<file path="config.mk">
export PLATFORM = sky130hd
export DESIGN_NAME = smf_supply_monitor
export DESIGN_NICKNAME = d
export VERILOG_FILES = /design/src/hw/smf_pkg.sv /design/src/hw/smf_supply_monitor.sv
export SDC_FILE = /design/constraint.sdc
export NUM_CORES = 1
export LEC_CHECK = 0
export ABC_CLOCK_PERIOD_IN_PS = 2300
export BUFFER_PORTS_ARGS = -buffer_cell sky130_fd_sc_hd__buf_2
export CAP_MARGIN = 40
export CORE_MARGIN = 8
export CORE_UTILIZATION = 39
export CTS_BUF_LIST = sky130_fd_sc_hd__clkbuf_8
export DETAILED_ROUTE_END_ITERATION = 8
export PLACE_DENSITY = 0.65
export SYNTH_ARGS = -nofsm -noshare
export SYNTH_HDL_FRONTEND = slang
export SYNTH_SLANG_ARGS = --single-unit
</file>
<file path="constraint.sdc">
create_clock -name clk_sys_i -period 2.3 [get_ports clk_sys_i]
set_clock_uncertainty 0.2 [all_clocks]
set_input_delay 0.345 -clock clk_sys_i [delete_from_list [all_inputs] [get_ports clk_sys_i]]
set_output_delay 0.345 -clock clk_sys_i [all_outputs]
set_load 0.02 [all_outputs]
</file>
<file path="src/hw/smf_pkg.sv">
package smf_pkg;
	// ==========================================
	// Register map
	localparam logic [7:0] SMF_ADDR_CONTROL = 8'hdf;
	localparam logic [7:0] SMF_ADDR_IRQ_STATUS = 8'he0;
	localparam logic [7:0] SMF_ADDR_IRQ_MASK = 8'he1;
	localparam logic [7:0] SMF_CONTROL_RESET = 8'hde;
	localparam logic [7:0] SMF_MASK_RESET = 8'h00;
	// ==========================================
	// Control fields
	localparam int SMF_BIT_DIG_OK = 7;
	localparam int SMF_BIT_ANA_OK = 6;
	localparam int SMF_BIT_FLAG = 5;
	localparam int SMF_BIT_DTRIP_HI = 4;
	localparam int SMF_BIT_DTRIP_LO = 3;
	localparam int SMF_BIT_ATRIP_HI = 2;
	localparam int SMF_BIT_ATRIP_LO = 1;
	localparam int SMF_BIT_ENABLE = 0;
	// ==========================================
	// Trip select codes
	localparam logic [1:0] SMF_TRIP_4V63 = 2'h0;
	localparam logic [1:0] SMF_TRIP_3V08 = 2'h1;
	localparam logic [1:0] SMF_TRIP_2V93 = 2'h2;
	localparam logic [1:0] SMF_TRIP_2V63 = 2'h3;
	// ==========================================
	// Interrupt status bits
	localparam int SMF_EV_SET = 0;
	localparam int SMF_EV_CLR = 1;
	localparam int SMF_EV_NUM = 2;
	// ==========================================
	// Timing
	localparam longint SMF_CLK_HZ = 250000000;
	localparam longint SMF_RECOVER_MS = 250;
	localparam longint SMF_RECOVER_CYC = SMF_CLK_HZ * SMF_RECOVER_MS / 1000;
	localparam int SMF_GLITCH_CYC = 16;
	typedef enum logic [1:0] {
		SMF_ST_IDLE = 2'h0,
		SMF_ST_LOW = 2'h1,
		SMF_ST_RECOVER = 2'h3
	} smf_state_t;
endpackage : smf_pkg

</file>
<file path="src/hw/smf_supply_monitor.sv">
// Chosen here: the Avalon-MM register port.
`timescale 1ns/100ps
module smf_supply_monitor #(
	parameter longint RECOVER_CYC = smf_pkg::SMF_RECOVER_CYC,
	parameter int GLITCH_CYC = smf_pkg::SMF_GLITCH_CYC,
	parameter bit HIGH_VOLT_PART = 1'b0
) (
	input wire logic clk_sys_i,
	input wire logic reset_i,
	input wire logic [7:0] avs_address_i,
	input wire logic avs_read_i,
	input wire logic avs_write_i,
	input wire logic [31:0] avs_writedata_i,
	input wire logic [3:0] avs_byteenable_i,
	output logic [31:0] avs_readdata_o,
	output logic avs_waitrequest_o,
	input wire logic digital_cmp_i,
	input wire logic analog_cmp_i,
	input wire logic secondary_irq_enable_priority_i,
	output logic [1:0] digital_trip_select_o,
	output logic [1:0] analog_trip_select_o,
	output logic monitor_enable_o,
	output logic low_supply_irq_o,
	output logic irq_o
);
	import smf_pkg::*;

	// ==========================================
	// Synchronisers and glitch filter
	logic [1:0] dig_sync_ff, ana_sync_ff;
	logic [$clog2(GLITCH_CYC+1)-1:0] dig_cnt_ff, ana_cnt_ff;
	logic digital_supply_ok_ff, analog_supply_ok_ff;
	logic [7:0] control_ff;
	logic enable;

	assign enable = control_ff[SMF_BIT_ENABLE];

	always_ff @(posedge clk_sys_i or posedge reset_i) begin
		if (reset_i) begin
			dig_sync_ff <= 2'h3;
			ana_sync_ff <= 2'h3;
		end else begin
			dig_sync_ff <= {dig_sync_ff[0], digital_cmp_i};
			ana_sync_ff <= {ana_sync_ff[0], analog_cmp_i};
		end
	end

	// A new level must hold GLITCH_CYC cycles before it is believed
	always_ff @(posedge clk_sys_i or posedge reset_i) begin
		if (reset_i) begin
			dig_cnt_ff <= '0;
			ana_cnt_ff <= '0;
			digital_supply_ok_ff <= 1'b1;
			analog_supply_ok_ff <= 1'b1;
		end else begin
			if (dig_sync_ff[1] == digital_supply_ok_ff) begin
				dig_cnt_ff <= '0;
			end else if (dig_cnt_ff == ($bits(dig_cnt_ff))'(GLITCH_CYC - 1)) begin
				dig_cnt_ff <= '0;
				digital_supply_ok_ff <= dig_sync_ff[1];
			end else begin
				dig_cnt_ff <= dig_cnt_ff + 1'b1;
			end
			if (ana_sync_ff[1] == analog_supply_ok_ff) begin
				ana_cnt_ff <= '0;
			end else if (ana_cnt_ff == ($bits(ana_cnt_ff))'(GLITCH_CYC - 1)) begin
				ana_cnt_ff <= '0;
				analog_supply_ok_ff <= ana_sync_ff[1];
			end else begin
				ana_cnt_ff <= ana_cnt_ff + 1'b1;
			end
		end
	end

	// ==========================================
	// Supply low decision
	logic dig_low, ana_low, any_low;
	// On the high-voltage part a digital dip means power-on reset, never a flag
	assign dig_low = enable && !HIGH_VOLT_PART && !digital_supply_ok_ff;
	assign ana_low = enable && !analog_supply_ok_ff;
	assign any_low = dig_low || ana_low;

	// ==========================================
	// Bus decode
	logic wr_ctl, rd_stat, wr_mask, rd_take, rd_ack_ff;
	// First cycle of a read waits while the read data are registered
	assign rd_take = avs_read_i && !rd_ack_ff;
	assign avs_waitrequest_o = rd_take;
	assign wr_ctl = avs_write_i && avs_byteenable_i[0] && (avs_address_i == SMF_ADDR_CONTROL);
	assign wr_mask = avs_write_i && avs_byteenable_i[0] && (avs_address_i == SMF_ADDR_IRQ_MASK);
	assign rd_stat = rd_take && (avs_address_i == SMF_ADDR_IRQ_STATUS);

	always_ff @(posedge clk_sys_i or posedge reset_i) begin
		if (reset_i) begin
			rd_ack_ff <= 1'b0;
		end else begin
			rd_ack_ff <= rd_take;
		end
	end

	// ==========================================
	// Control register: trip selects and enable
	always_ff @(posedge clk_sys_i or posedge reset_i) begin
		if (reset_i) begin
			control_ff <= SMF_CONTROL_RESET;
		end else if (wr_ctl) begin
			control_ff[SMF_BIT_DTRIP_HI:SMF_BIT_DTRIP_LO] <= avs_writedata_i[4:3];
			control_ff[SMF_BIT_ATRIP_HI:SMF_BIT_ATRIP_LO] <= avs_writedata_i[2:1];
			control_ff[SMF_BIT_ENABLE] <= avs_writedata_i[0];
		end
	end
	assign digital_trip_select_o = control_ff[SMF_BIT_DTRIP_HI:SMF_BIT_DTRIP_LO];
	assign analog_trip_select_o = control_ff[SMF_BIT_ATRIP_HI:SMF_BIT_ATRIP_LO];
	assign monitor_enable_o = enable;

	// ==========================================
	// Recovery sequencer and low-supply flag
	smf_state_t state_ff;
	logic [$clog2(RECOVER_CYC+1)-1:0] rec_cnt_ff;
	logic flag_ff, rec_done;
	assign rec_done = (state_ff == SMF_ST_RECOVER)
		&& (rec_cnt_ff == ($bits(rec_cnt_ff))'(RECOVER_CYC - 1));

	always_ff @(posedge clk_sys_i or posedge reset_i) begin
		if (reset_i) begin
			state_ff <= SMF_ST_IDLE;
			rec_cnt_ff <= '0;
		end else begin
			unique case (state_ff)
				SMF_ST_IDLE: begin
					rec_cnt_ff <= '0;
					if (any_low) begin
						state_ff <= SMF_ST_LOW;
					end
				end
				SMF_ST_LOW: begin
					rec_cnt_ff <= '0;
					if (!any_low) begin
						state_ff <= SMF_ST_RECOVER;
					end
				end
				SMF_ST_RECOVER: begin
					if (any_low) begin
						state_ff <= SMF_ST_LOW;
						rec_cnt_ff <= '0;
					end else if (rec_done) begin
						state_ff <= SMF_ST_IDLE;
						rec_cnt_ff <= '0;
					end else begin
						rec_cnt_ff <= rec_cnt_ff + 1'b1;
					end
				end
				default: begin
					state_ff <= SMF_ST_IDLE;
					rec_cnt_ff <= '0;
				end
			endcase
		end
	end

	always_ff @(posedge clk_sys_i or posedge reset_i) begin
		if (reset_i) begin
			flag_ff <= SMF_CONTROL_RESET[SMF_BIT_FLAG];
		end else if (any_low) begin
			flag_ff <= 1'b1;
		end else if (wr_ctl) begin
			flag_ff <= avs_writedata_i[SMF_BIT_FLAG];
		end else if (rec_done) begin
			flag_ff <= 1'b0;
		end
	end

	assign low_supply_irq_o = flag_ff && secondary_irq_enable_priority_i;

	// ==========================================
	// Interrupt status, mask and read data
	logic [SMF_EV_NUM-1:0] irq_stat_ff, irq_mask_ff, events;
	logic flag_q_ff;
	always_ff @(posedge clk_sys_i or posedge reset_i) begin
		if (reset_i) begin
			flag_q_ff <= 1'b0;
		end else begin
			flag_q_ff <= flag_ff;
		end
	end
	assign events[SMF_EV_SET] = flag_ff && !flag_q_ff;
	assign events[SMF_EV_CLR] = !flag_ff && flag_q_ff;

	always_ff @(posedge clk_sys_i or posedge reset_i) begin
		if (reset_i) begin
			irq_stat_ff <= '0;
		end else if (rd_stat) begin
			irq_stat_ff <= events;
		end else begin
			irq_stat_ff <= irq_stat_ff | events;
		end
	end

	always_ff @(posedge clk_sys_i or posedge reset_i) begin
		if (reset_i) begin
			irq_mask_ff <= SMF_MASK_RESET[SMF_EV_NUM-1:0];
		end else if (wr_mask) begin
			irq_mask_ff <= avs_writedata_i[SMF_EV_NUM-1:0];
		end
	end
	assign irq_o = |(irq_stat_ff & irq_mask_ff);

	logic [7:0] ctl_view;
	always_comb begin
		ctl_view = control_ff;
		ctl_view[SMF_BIT_DIG_OK] = digital_supply_ok_ff;
		ctl_view[SMF_BIT_ANA_OK] = analog_supply_ok_ff;
		ctl_view[SMF_BIT_FLAG] = flag_ff;
	end

	always_ff @(posedge clk_sys_i or posedge reset_i) begin
		if (reset_i) begin
			avs_readdata_o <= '0;
		end else if (rd_take) begin
			unique case (avs_address_i)
				SMF_ADDR_CONTROL: avs_readdata_o <= {24'h000000, ctl_view};
				SMF_ADDR_IRQ_STATUS: avs_readdata_o <= {30'h0, irq_stat_ff};
				SMF_ADDR_IRQ_MASK: avs_readdata_o <= {30'h0, irq_mask_ff};
				default: avs_readdata_o <= '0;
			endcase
		end
	end

	// ==========================================
	// Checks
	property p_flag_when_low;
		@(posedge clk_sys_i) disable iff (reset_i) any_low |=> flag_ff;
	endproperty
	a_flag_when_low: assert property (p_flag_when_low) else $error("flag not set while low");

	property p_no_clear_low;
		@(posedge clk_sys_i) disable iff (reset_i)
			(any_low && wr_ctl && !avs_writedata_i[SMF_BIT_FLAG]) |=> flag_ff;
	endproperty
	a_no_clear_low: assert property (p_no_clear_low) else $error("flag cleared while low");

	property p_write_takes;
		@(posedge clk_sys_i) disable iff (reset_i)
			(!any_low && wr_ctl) |=> (flag_ff == $past(avs_writedata_i[SMF_BIT_FLAG]));
	endproperty
	a_write_takes: assert property (p_write_takes) else $error("flag write lost");

	property p_rec_clear;
		@(posedge clk_sys_i) disable iff (reset_i) (rec_done && !any_low && !wr_ctl) |=> !flag_ff;
	endproperty
	a_rec_clear: assert property (p_rec_clear) else $error("flag not cleared at timeout");

	property p_relapse;
		@(posedge clk_sys_i) disable iff (reset_i)
			(state_ff == SMF_ST_RECOVER && any_low) |=> (state_ff == SMF_ST_LOW && rec_cnt_ff == '0);
	endproperty
	a_relapse: assert property (p_relapse) else $error("recovery not aborted");

	property p_irq_gate;
		@(posedge clk_sys_i) disable iff (reset_i)
			low_supply_irq_o == (flag_ff && secondary_irq_enable_priority_i);
	endproperty
	a_irq_gate: assert property (p_irq_gate) else $error("irq gating wrong");

	property p_glitch;
		@(posedge clk_sys_i) disable iff (reset_i)
			$fell(digital_supply_ok_ff) |-> $past(!dig_sync_ff[1], 2);
	endproperty
	a_glitch: assert property (p_glitch) else $error("glitch passed filter");

	property p_disabled;
		@(posedge clk_sys_i) disable iff (reset_i)
			(!enable && !wr_ctl && !flag_ff) |=> !flag_ff;
	endproperty
	a_disabled: assert property (p_disabled) else $error("flag set while disabled");

	property p_ana_glitch;
		@(posedge clk_sys_i) disable iff (reset_i)
			$fell(analog_supply_ok_ff) |-> $past(!ana_sync_ff[1], 2);
	endproperty
	a_ana_glitch: assert property (p_ana_glitch) else $error("analog glitch passed");

	property p_dig_rise;
		@(posedge clk_sys_i) disable iff (reset_i)
			$rose(digital_supply_ok_ff) |-> $past(dig_sync_ff[1], 2);
	endproperty
	a_dig_rise: assert property (p_dig_rise) else $error("digital ok rose early");

	property p_ana_rise;
		@(posedge clk_sys_i) disable iff (reset_i)
			$rose(analog_supply_ok_ff) |-> $past(ana_sync_ff[1], 2);
	endproperty
	a_ana_rise: assert property (p_ana_rise) else $error("analog ok rose early");

	property p_rec_count;
		@(posedge clk_sys_i) disable iff (reset_i)
			(state_ff == SMF_ST_RECOVER && !any_low && !rec_done)
			|=> (rec_cnt_ff == $past(rec_cnt_ff) + 1'b1);
	endproperty
	a_rec_count: assert property (p_rec_count) else $error("recovery count stalled");

	property p_no_early_clear;
		@(posedge clk_sys_i) disable iff (reset_i)
			(flag_ff && !wr_ctl && !rec_done) |=> flag_ff;
	endproperty
	a_no_early_clear: assert property (p_no_early_clear) else $error("flag cleared early");

	// ==========================================
	// Bus and status checks
	property p_stat_rose;
		@(posedge clk_sys_i) disable iff (reset_i)
			events[SMF_EV_SET] |=> irq_stat_ff[SMF_EV_SET];
	endproperty
	a_stat_rose: assert property (p_stat_rose) else $error("rise event not recorded");

	property p_stat_sticky;
		@(posedge clk_sys_i) disable iff (reset_i)
			(irq_stat_ff[SMF_EV_SET] && !rd_stat) |=> irq_stat_ff[SMF_EV_SET];
	endproperty
	a_stat_sticky: assert property (p_stat_sticky) else $error("status bit lost");

	property p_read_wait;
		@(posedge clk_sys_i) disable iff (reset_i)
			(avs_read_i && !$past(avs_read_i)) |-> avs_waitrequest_o;
	endproperty
	a_read_wait: assert property (p_read_wait) else $error("read accepted without wait");

	property p_read_hold;
		@(posedge clk_sys_i) disable iff (reset_i)
			(avs_read_i && !avs_waitrequest_o) |=> $stable(avs_readdata_o);
	endproperty
	a_read_hold: assert property (p_read_hold) else $error("read data moved at accept");
endmodule : smf_supply_monitor

</file>
==> impl_metrics.ini, run 1 <==
[global_route]
grt_max_degree = 41
grt-ovfl-total = 0
antenna_found_initial = 0
grt_pass1_vias = 2076
gr-usage-all-layers = 0.112
grt_first_pass_wirelength_um = 9960

[cells_and_area]
nets = 395
syn_to_final_growth_pct = 17.6
diodes = 0
mostFrequentLayoutCells = dfrtp_1, nor2_1, buf_2
regArea_mm2 = 0.00161
num-fill-cells = 737
drive_gt1_frac = 0.255
final_common_cell = dfrtp_1
multi_input_area_mm2 = 0.00128
design_area_mm2 = 0.00358

[die]
dieArea_mm2 = 0.0109
die_x_um = 104
core_mm2 = 0.00765
io-pin-count = 91
die-height_um = 104
initial_core_util = 0.398
row_count = 32

[synthesis]
syn_inst = 286
yosysWarnings = 0
ys_ff_latch = 64
yosysSeqAreaShare = 0.530
synth_area_per_cell_um2 = 10.6
synth_area_mm2 = 0.00304
ys_types = 36

[detailed_routing]
post_drt_wl_per_cell_um = 13.1
routed_via_density = 4.74
drt_wl_total_um = 5850
drtIter0Drc = 79
drtPass1Iterations = 4
antenna_left = 0
post-route-drc-count = 0
vias = 2119

[worst_setup_path]
critical_path_required_ns = 2.32
critPathKind = flip-flop to flip-flop
cp_max_fo = 12
cp-start-kind = flip-flop
rr_startpoint = rec_cnt_ff[18]
worst_r2r_endpoint = rec_cnt_ff[7]
cp.arrival_ns = 2.15
cp-end-kind = flip-flop
r2r_slack_ns = 0.17
r2r_cells = 4

[clocking]
clk_latency_ns = 0.34
cts.sinks = 64
postCtsSetupRepairBufs = 0
cts_tree = done
clk_pin_slew_ns = 0.07
cts_root_buf = clkbuf_8
cts_buffers = 9
htreeDepth = 3
cts_buffer_depth = 2

[sta]
whs_ns = 0.0321
slew_violations = 0
slew_headroom = 0.629
fin_crit_ns = 2.13
rsz0062_at_grt = false
hold_violations = 0
worst_pin_slew_ns = 0.556
setup_tns_ns = 0
finalCritPeriodShare = 0.928
setup_viol = 0
max_freq_mhz = 468

[min_path]
hold_path.class = input port to flip-flop
min-delay-start = avs_writedata_i[4]
hold-path-endpoint = digital_trip_select_o[1]
min_path_cells = 2

[status]
status = completed

[placed_design]
dp_hpwl_um = 4230
placed_cell_area_mm2 = 0.00330
gp_congestion = 0.812
io_buffers = 37

[pwr]
power_density_mw_per_mm2 = 703
p_leak_nw = 1.71
ir_drop_uv = 272

[flow_run]
drv_cap = 0
==> layout make-up <==
type                            instances  area share
Sequential cell                        64       0.451
Multi-Input combinational cell        209       0.359
Timing Repair Buffer                   49      0.0825
Clock buffer                           10      0.0385
Tap cell                              102      0.0357
Clock inverter                          6      0.0259
Inverter                                7     0.00734
==> cells by family after synthesis <==
family,share of synthesized area
other cells,0.00123
flops,0.530
compound gates,0.0399
buf+inv,0.0806
fa+ha+maj,0.0164
simple gates,0.208
xor+xnor,0.0834
mux,0.0407
==> stage by stage <==
stage	utilization	power, W	instances	setup slack, ns
finish	0.468	0.00251	447	0.165
global route	0.468	0.00263	447	0.0437
CTS	0.466	0.00254	446	0.0994
detailed placement	0.432	0.00144	427	0.0566
global placement	0.432	0.00144	427	0.0645
floorplan	-	0.00142	309	0.132
==> layer usage <==
layer / vias up / GRT usage / wire, um
met5: - / 0 / 0
met1: 1011 / 0.135 / 2780
met3: 7 / 0.0632 / 487
li1: 1043 / - / -
met2: 58 / 0.160 / 2500
met4: 0 / 0.0455 / 82
==> Yosys cell counts <==
cell | count | area [um2]
or3_1 | 2 | 12.5
xor2_1 | 25 | 219
nor4bb_1 | 1 | 10.0
a21oi_1 | 1 | 5.00
a22o_1 | 8 | 70.1
or4b_4 | 1 | 13.8
conb_1 | 1 | 3.75
nand3b_1 | 2 | 15.0
nand2b_4 | 1 | 13.8
and2_0 | 2 | 12.5
o21ai_0 | 5 | 25.0
mux2_2 | 11 | 124
xnor2_1 | 4 | 35.0
buf_4 | 24 | 180
a31oi_1 | 1 | 6.26
nand4b_1 | 1 | 8.76
dfstp_2 | 10 | 263
nor3_1 | 2 | 10.0
ha_1 | 4 | 50.1
nand4_1 | 10 | 62.6
and2_1 | 7 | 43.8
nand2_1 | 19 | 71.3
and3_1 | 6 | 37.5
buf_6 | 2 | 22.5
nand2b_1 | 1 | 6.26
and4_1 | 2 | 17.5
buf_2 | 1 | 5.00
nor2_1 | 39 | 146
or4b_2 | 1 | 10.0
clkbuf_1 | 3 | 11.3
nand3_1 | 20 | 100
dfrtp_1 | 54 | 1350
or4_1 | 2 | 15.0
inv_1 | 7 | 26.3
a22oi_1 | 2 | 15.0
nor4_1 | 4 | 25.0
==> power by group <==
part	internal (W)	switching (W)	leakage (nW)
combinational	0.0000734	0.000152	0.775
clock	0.000642	0.000438	0.109
sequential	0.00117	0.0000376	0.828
total	0.00189	0.000627	1.71
==> registers in the layout, indices dropped and copies added, names as in the netlist, 2 cells and up <==
register               cells
irq_stat_ff                2
ana_sync_ff                2
state_ff                   2
irq_mask_ff                2
rec_cnt_ff                26
avs_readdata_o             8
analog_trip_select_o       2
digital_trip_select_o      2
ana_cnt_ff                 5
dig_sync_ff                2
dig_cnt_ff                 5
==> worst max-delay path by stage <==
stage	startpoint	end	slack, ns	depth (start not counted)
detailed placement	avs_address_i[4]	irq_mask_ff[0]	0.06	5
finish	rec_cnt_ff[18]	rec_cnt_ff[7]	0.17	4
floorplan	avs_address_i[4]	irq_mask_ff[0]	0.13	4
global placement	avs_address_i[4]	irq_mask_ff[1]	0.06	5
global route	rec_cnt_ff[6]	rec_cnt_ff[17]	0.04	5
CTS	rec_cnt_ff[19]	rec_cnt_ff[7]	0.1	5
==> critical path, stage by stage, from the launching register on <==
cell and delay [ns]:
dfrtp_1 0.43, or4_1 0.56, or4b_4 0.57, nand2b_4 0.19
nor2_1 0.07
==> repair_timing <==
action	4_1_cts	5_1_grt
endpoints found under the setup margin	0	20
resized for setup	0	1
endpoints found under the hold margin	23	0
hold buffers	3	0
Note: power is estimated with default switching activity, not from simulation.
==> run 2: changes to the inputs <==
Settings changed: ABC_CLOCK_PERIOD_IN_PS 2300 to 2600, BUFFER_PORTS_ARGS -buffer_cell sky130_fd_sc_hd__buf_2 to unset, CELL_PAD_IN_SITES_DETAIL_PLACEMENT set to 1, CELL_PAD_IN_SITES_GLOBAL_PLACEMENT set to 1, DONT_BUFFER_PORTS set to 1, PLACE_DENSITY 0.65 to 0.68.
Clock period 2.3 ns to 2.6 ns, I/O delays scaled along.
==> run 2 against run 1 <==
Core utilization decreased by 3.0 points. Fmax is 4.2% lower. First-iteration DRC count fell by 15%. Via count down 4.4%. Worst hold slack better by 0.072 ns. Cell count decreased by 8.3%. Routed wire length up 12%. Combinational power down 24%. Sequential share of layout area rose by 3.1 points. Worst setup slack better by 0.21 ns. Highest routed layer unchanged.
==> impl_metrics.ini, run 2 (synthesis results as in run 1) <==
[status]
status = completed

[clocking]
clk_latency_ns = 0.34
cts_root_buf = clkbuf_8
cts_buffers = 9
clk_pin_slew_ns = 0.07
postCtsSetupRepairBufs = 0
cts.sinks = 64
cts_buffer_depth = 2
cts_tree = done
htreeDepth = 3

[worst_setup_path]
critical_path_required_ns = 2.61
cp_slowest_stage_delay_ns = 0.60
cp-start-kind = flip-flop
path_cells = nand3_1, or3_1, or4b_4, nand2b_4, nor2_1
cp-end-kind = flip-flop
cp_slowest_cell = or4b_4
cp_max_fo = 23
critPathKind = flip-flop to flip-flop
cp.arrival_ns = 2.24

[global_route]
grt_first_pass_wirelength_um = 11500
gr-usage-all-layers = 0.129
grt_pass1_vias = 2249
antenna_found_initial = 0
grt-ovfl-total = 0
grt_max_degree = 34

[sta]
fin_crit_ns = 2.23
slew_headroom = 0.578
max_freq_mhz = 449
whs_ns = 0.104
rsz0062_at_grt = false
finalCritPeriodShare = 0.857
worst_pin_slew_ns = 0.628
setup_viol = 0
setup_tns_ns = 0
slew_violations = 0
hold_violations = 0

[die]
dieArea_mm2 = 0.0109
io-pin-count = 91
die-height_um = 104
initial_core_util = 0.398
core_mm2 = 0.00765
row_count = 32
die_x_um = 104

[detailed_routing]
routed_via_density = 4.94
post-route-drc-count = 0
vias = 2025
drtIter0Drc = 67
antenna_left = 0
drt_wl_total_um = 6550
post_drt_wl_per_cell_um = 16.0
drtPass1Iterations = 4

[min_path]
hold_path.class = input port to flip-flop

[cells_and_area]
num-fill-cells = 861
diodes = 0
final_common_cell = dfrtp_1
top_regs = rec_cnt_ff (26), avs_readdata_o (8)
design_area_mm2 = 0.00335
nets = 358
largest_reg_flops = 26
syn_to_final_growth_pct = 10.0
mostFrequentLayoutCells = dfrtp_1, nor2_1, xor2_1
multi_input_area_mm2 = 0.00127
top_register = rec_cnt_ff
drive_gt1_frac = 0.140
regArea_mm2 = 0.00161

[pwr]
p_leak_nw = 1.52
total_power_w = 0.00208
ir_drop_uv = 213
power_density_mw_per_mm2 = 622

[placed_design]
dp_hpwl_um = 4630
gp_congestion = 0.759
io_buffers = 0
placed_cell_area_mm2 = 0.00307

[flow_run]
drv_cap = 0
run 2: worst max-delay path: cells and delay by family (launching register included):
kind	cells	cell delay, ns
flip-flops	1	0.40
AND/OR/NAND/NOR	5	1.49
run 2: where the power goes:
group	leakage (nW)	internal (W)	total (W)	switching, W
combinational	0.589	0.0000475	0.000172	0.000124
clock	0.108	0.000457	0.000834	0.000377
sequential	0.828	0.00104	0.00108	0.0000412
total	1.52	0.00154	0.00208	0.000543
run 2: worst paths after layout:
kind | slack [ns] | endpoint | cells after the start | startpoint
max | 0.37 | rec_cnt_ff[6] | 5 | rec_cnt_ff[19]
min | 0.10 | irq_stat_ff[1] | 4 | avs_address_i[0]
max reg2reg | 0.37 | rec_cnt_ff[6] | 5 | rec_cnt_ff[19]
min reg2reg | 0.15 | dig_sync_ff[1] | 0 | dig_sync_ff[0]
max in group asynchronous | 1.32 | digital_trip_select_o[0] | 3 | reset_i
min in group asynchronous | 0.20 | ana_cnt_ff[4] | 2 | reset_i
run 2: layer usage:
layer | GRT usage | vias to the layer above | routed length [um]
li1 | - | 966 | -
met1 | 0.150 | 1007 | 2950
met2 | 0.211 | 42 | 3130
met3 | 0.0514 | 10 | 390
met4 | 0.0465 | 0 | 81
met5 | 0 | - | 0
run 2: area by class of cell:
class | instances | share of cell area
Clock inverter | 6 | 0.0157
Multi-Input combinational cell | 208 | 0.380
Sequential cell | 64 | 0.482
Clock buffer | 10 | 0.0411
Timing Repair Buffer | 13 | 0.0359
Tap cell | 102 | 0.0381
Inverter | 7 | 0.00784
run 2: stage by stage:
| step | instances | utilization | setup slack, ns |
|---|---|---|---|
| 2_1_floorplan | 309 | - | 0.387 |
| 3_3_place_gp | 385 | 0.401 | 0.387 |
| 3_5_place_dp | 385 | 0.401 | 0.386 |
| 4_1_cts | 410 | 0.438 | 0.371 |
| 5_1_grt | 410 | 0.438 | 0.232 |
| 6_report | 410 | 0.438 | 0.372 |
run 2: timing repair:
item	in CTS	in global routing
resized for setup	0	0
hold buffers	9	0
hold endpoints to repair	64	0
==> run 3: changes to the inputs <==
Settings changed: BUFFER_PORTS_ARGS set to -buffer_cell sky130_fd_sc_hd__buf_2, DONT_BUFFER_PORTS 1 to unset, PLACE_DENSITY 0.68 to 0.81, REMOVE_ABC_BUFFERS set to 1.
==> run 3 against run 2 <==
Largest power group unchanged. Total power increased by 7.9%. Cell area rose by 5.3%. Worst setup slack worse by 0.053 ns.
==> impl_metrics.ini, run 3 (synthesis results as in run 1) <==
[status]
status = completed

[cells_and_area]
final_common_cell = dfrtp_1
mostFrequentLayoutCells = dfrtp_1, nor2_1, buf_2
drive_gt1_frac = 0.242
syn_to_final_growth_pct = 15.8
fin_cells = 441
nets = 389
largest_reg_flops = 26
top_regs = rec_cnt_ff (26), avs_readdata_o (8)
diodes = 0
top_register = rec_cnt_ff

[placed_design]
post-place-ws_ns = 0.268
place_inst = 422
gp_congestion = 0.780
io_buffers = 37
dp_hpwl_um = 4980

[min_path]
hold_path.class = input port to flip-flop
min_path_cells = 2
min-delay-start = avs_writedata_i[2]
hold-path-endpoint = analog_trip_select_o[1]

[die]
die_x_um = 104
die-height_um = 104
core_mm2 = 0.00765
io-pin-count = 91
dieArea_mm2 = 0.0109
row_count = 32
initial_core_util = 0.398

[sta]
slew_violations = 0
hold_violations = 0
setup_tns_ns = 0
max_freq_mhz = 438
worst_pin_slew_ns = 0.580
finalCritPeriodShare = 0.877
rsz0062_at_grt = false
setup_ws_ns = 0.319
slew_headroom = 0.610
fin_crit_ns = 2.28
setup_viol = 0

[detailed_routing]
vias = 2196
drtIter0Drc = 52
drt_wl_total_um = 7020
drtPass1Iterations = 4
antenna_left = 0
routed_via_density = 4.98
post_drt_wl_per_cell_um = 15.9
post-route-drc-count = 0

[clocking]
cts_resized = 0
cts_buffer_depth = 2
clk_pin_slew_ns = 0.07
cts.sinks = 64
cts_tree = done
cts_root_buf = clkbuf_8
cts_buffers = 9
htreeDepth = 3
clk_latency_ns = 0.35

[worst_setup_path]
cp.arrival_ns = 2.35
cp_max_fo = 6
cp-end-kind = flip-flop
r2r_cells = 5
critical_path_required_ns = 2.66
worst_r2r_endpoint = rec_cnt_ff[25]
critPathKind = flip-flop to flip-flop
cp-start-kind = flip-flop
rr_startpoint = rec_cnt_ff[6]
r2r_slack_ns = 0.32

[global_route]
grt_pass1_vias = 2445
grt_max_degree = 41
grt_first_pass_wirelength_um = 12100
grt-ovfl-total = 0
antenna_found_initial = 0
gr-usage-all-layers = 0.137

[flow_run]
drv_cap = 0

[pwr]
clkPwrFrac = 0.438
p_leak_nw = 1.67
ir_drop_uv = 285
power_density_mw_per_mm2 = 638
combPwrFrac = 0.085
p_sw_frac = 0.261
p_seq_frac = 0.476
switching_power_w = 0.000586
p_int_w = 0.00166
-- run 3: cell count changes in the layout (fill, tap and decap cells not counted), sizes merged --
cell and delta:
bufinv +1, dlygate4sd3 -6, buf +37, inv -1
clkinvlp +3, clkinv -3
-- run 3: how the worst max path moves through the flow --
stage | start | endpoint
floorplan | avs_address_i[4] | irq_mask_ff[0]
CTS | rec_cnt_ff[6] | rec_cnt_ff[25]
global placement | avs_address_i[4] | irq_mask_ff[0]
global route | rec_cnt_ff[6] | rec_cnt_ff[25]
detailed placement | avs_address_i[4] | irq_mask_ff[1]
finish | rec_cnt_ff[6] | rec_cnt_ff[25]
-- run 3: worst max-delay path: stages (launching register included) --
cell and delay [ns]:
dfrtp_1 0.46, nand4_1 0.30, nor4_1 0.60, nand2_1 0.15, or3_1 0.34, a31oi_1 0.16
-- run 3: power groups by stage --
stage               registers, W  logic [W]  clock network, W
floorplan                0.00108   0.000127                 0
global placement         0.00109   0.000182                 0
detailed placement       0.00109   0.000189                 0
CTS                      0.00107   0.000195           0.00101
global route             0.00108   0.000216           0.00105
finish                   0.00107   0.000192          0.000985
-- run 3: stage by stage --
step / hold WS (ns) / instance area [um2] / utilization / power (W)
floorplan: 0.145 / 2910 / - / 0.00121
global placement: 0.148 / 3270 / 0.427 / 0.00127
detailed placement: 0.152 / 3270 / 0.427 / 0.00128
CTS: 0.0731 / 3530 / 0.461 / 0.00227
global route: 0.0776 / 3530 / 0.461 / 0.00234
finish: 0.0876 / 3530 / 0.461 / 0.00225
-- run 3: final cells by class --
cell class	instances	area, um2
repair buffers	44	258
clock inverters	6	91.3
multi-input cells	208	1270
fillers	884	4120
well taps	102	128
flip-flops and latches	64	1610
inverters	7	26.3
clock buffers	10	138
-- run 3: layer usage --
| layer | vias up | share of wire | GRT usage |
|---|---|---|---|
| met2 | 46 | 0.52 | 0.232 |
| met4 | 0 | 0.025 | 0.0807 |
| met3 | 16 | 0.043 | 0.0415 |
| met1 | 1111 | 0.41 | 0.148 |
| li1 | 1023 | - | - |
| met5 | - | 0 | 0 |
-- run 3: timing repair --
item	CTS	global route
endpoints found under the hold margin	19	0
hold buffers	3	0
setup buffers	0	0
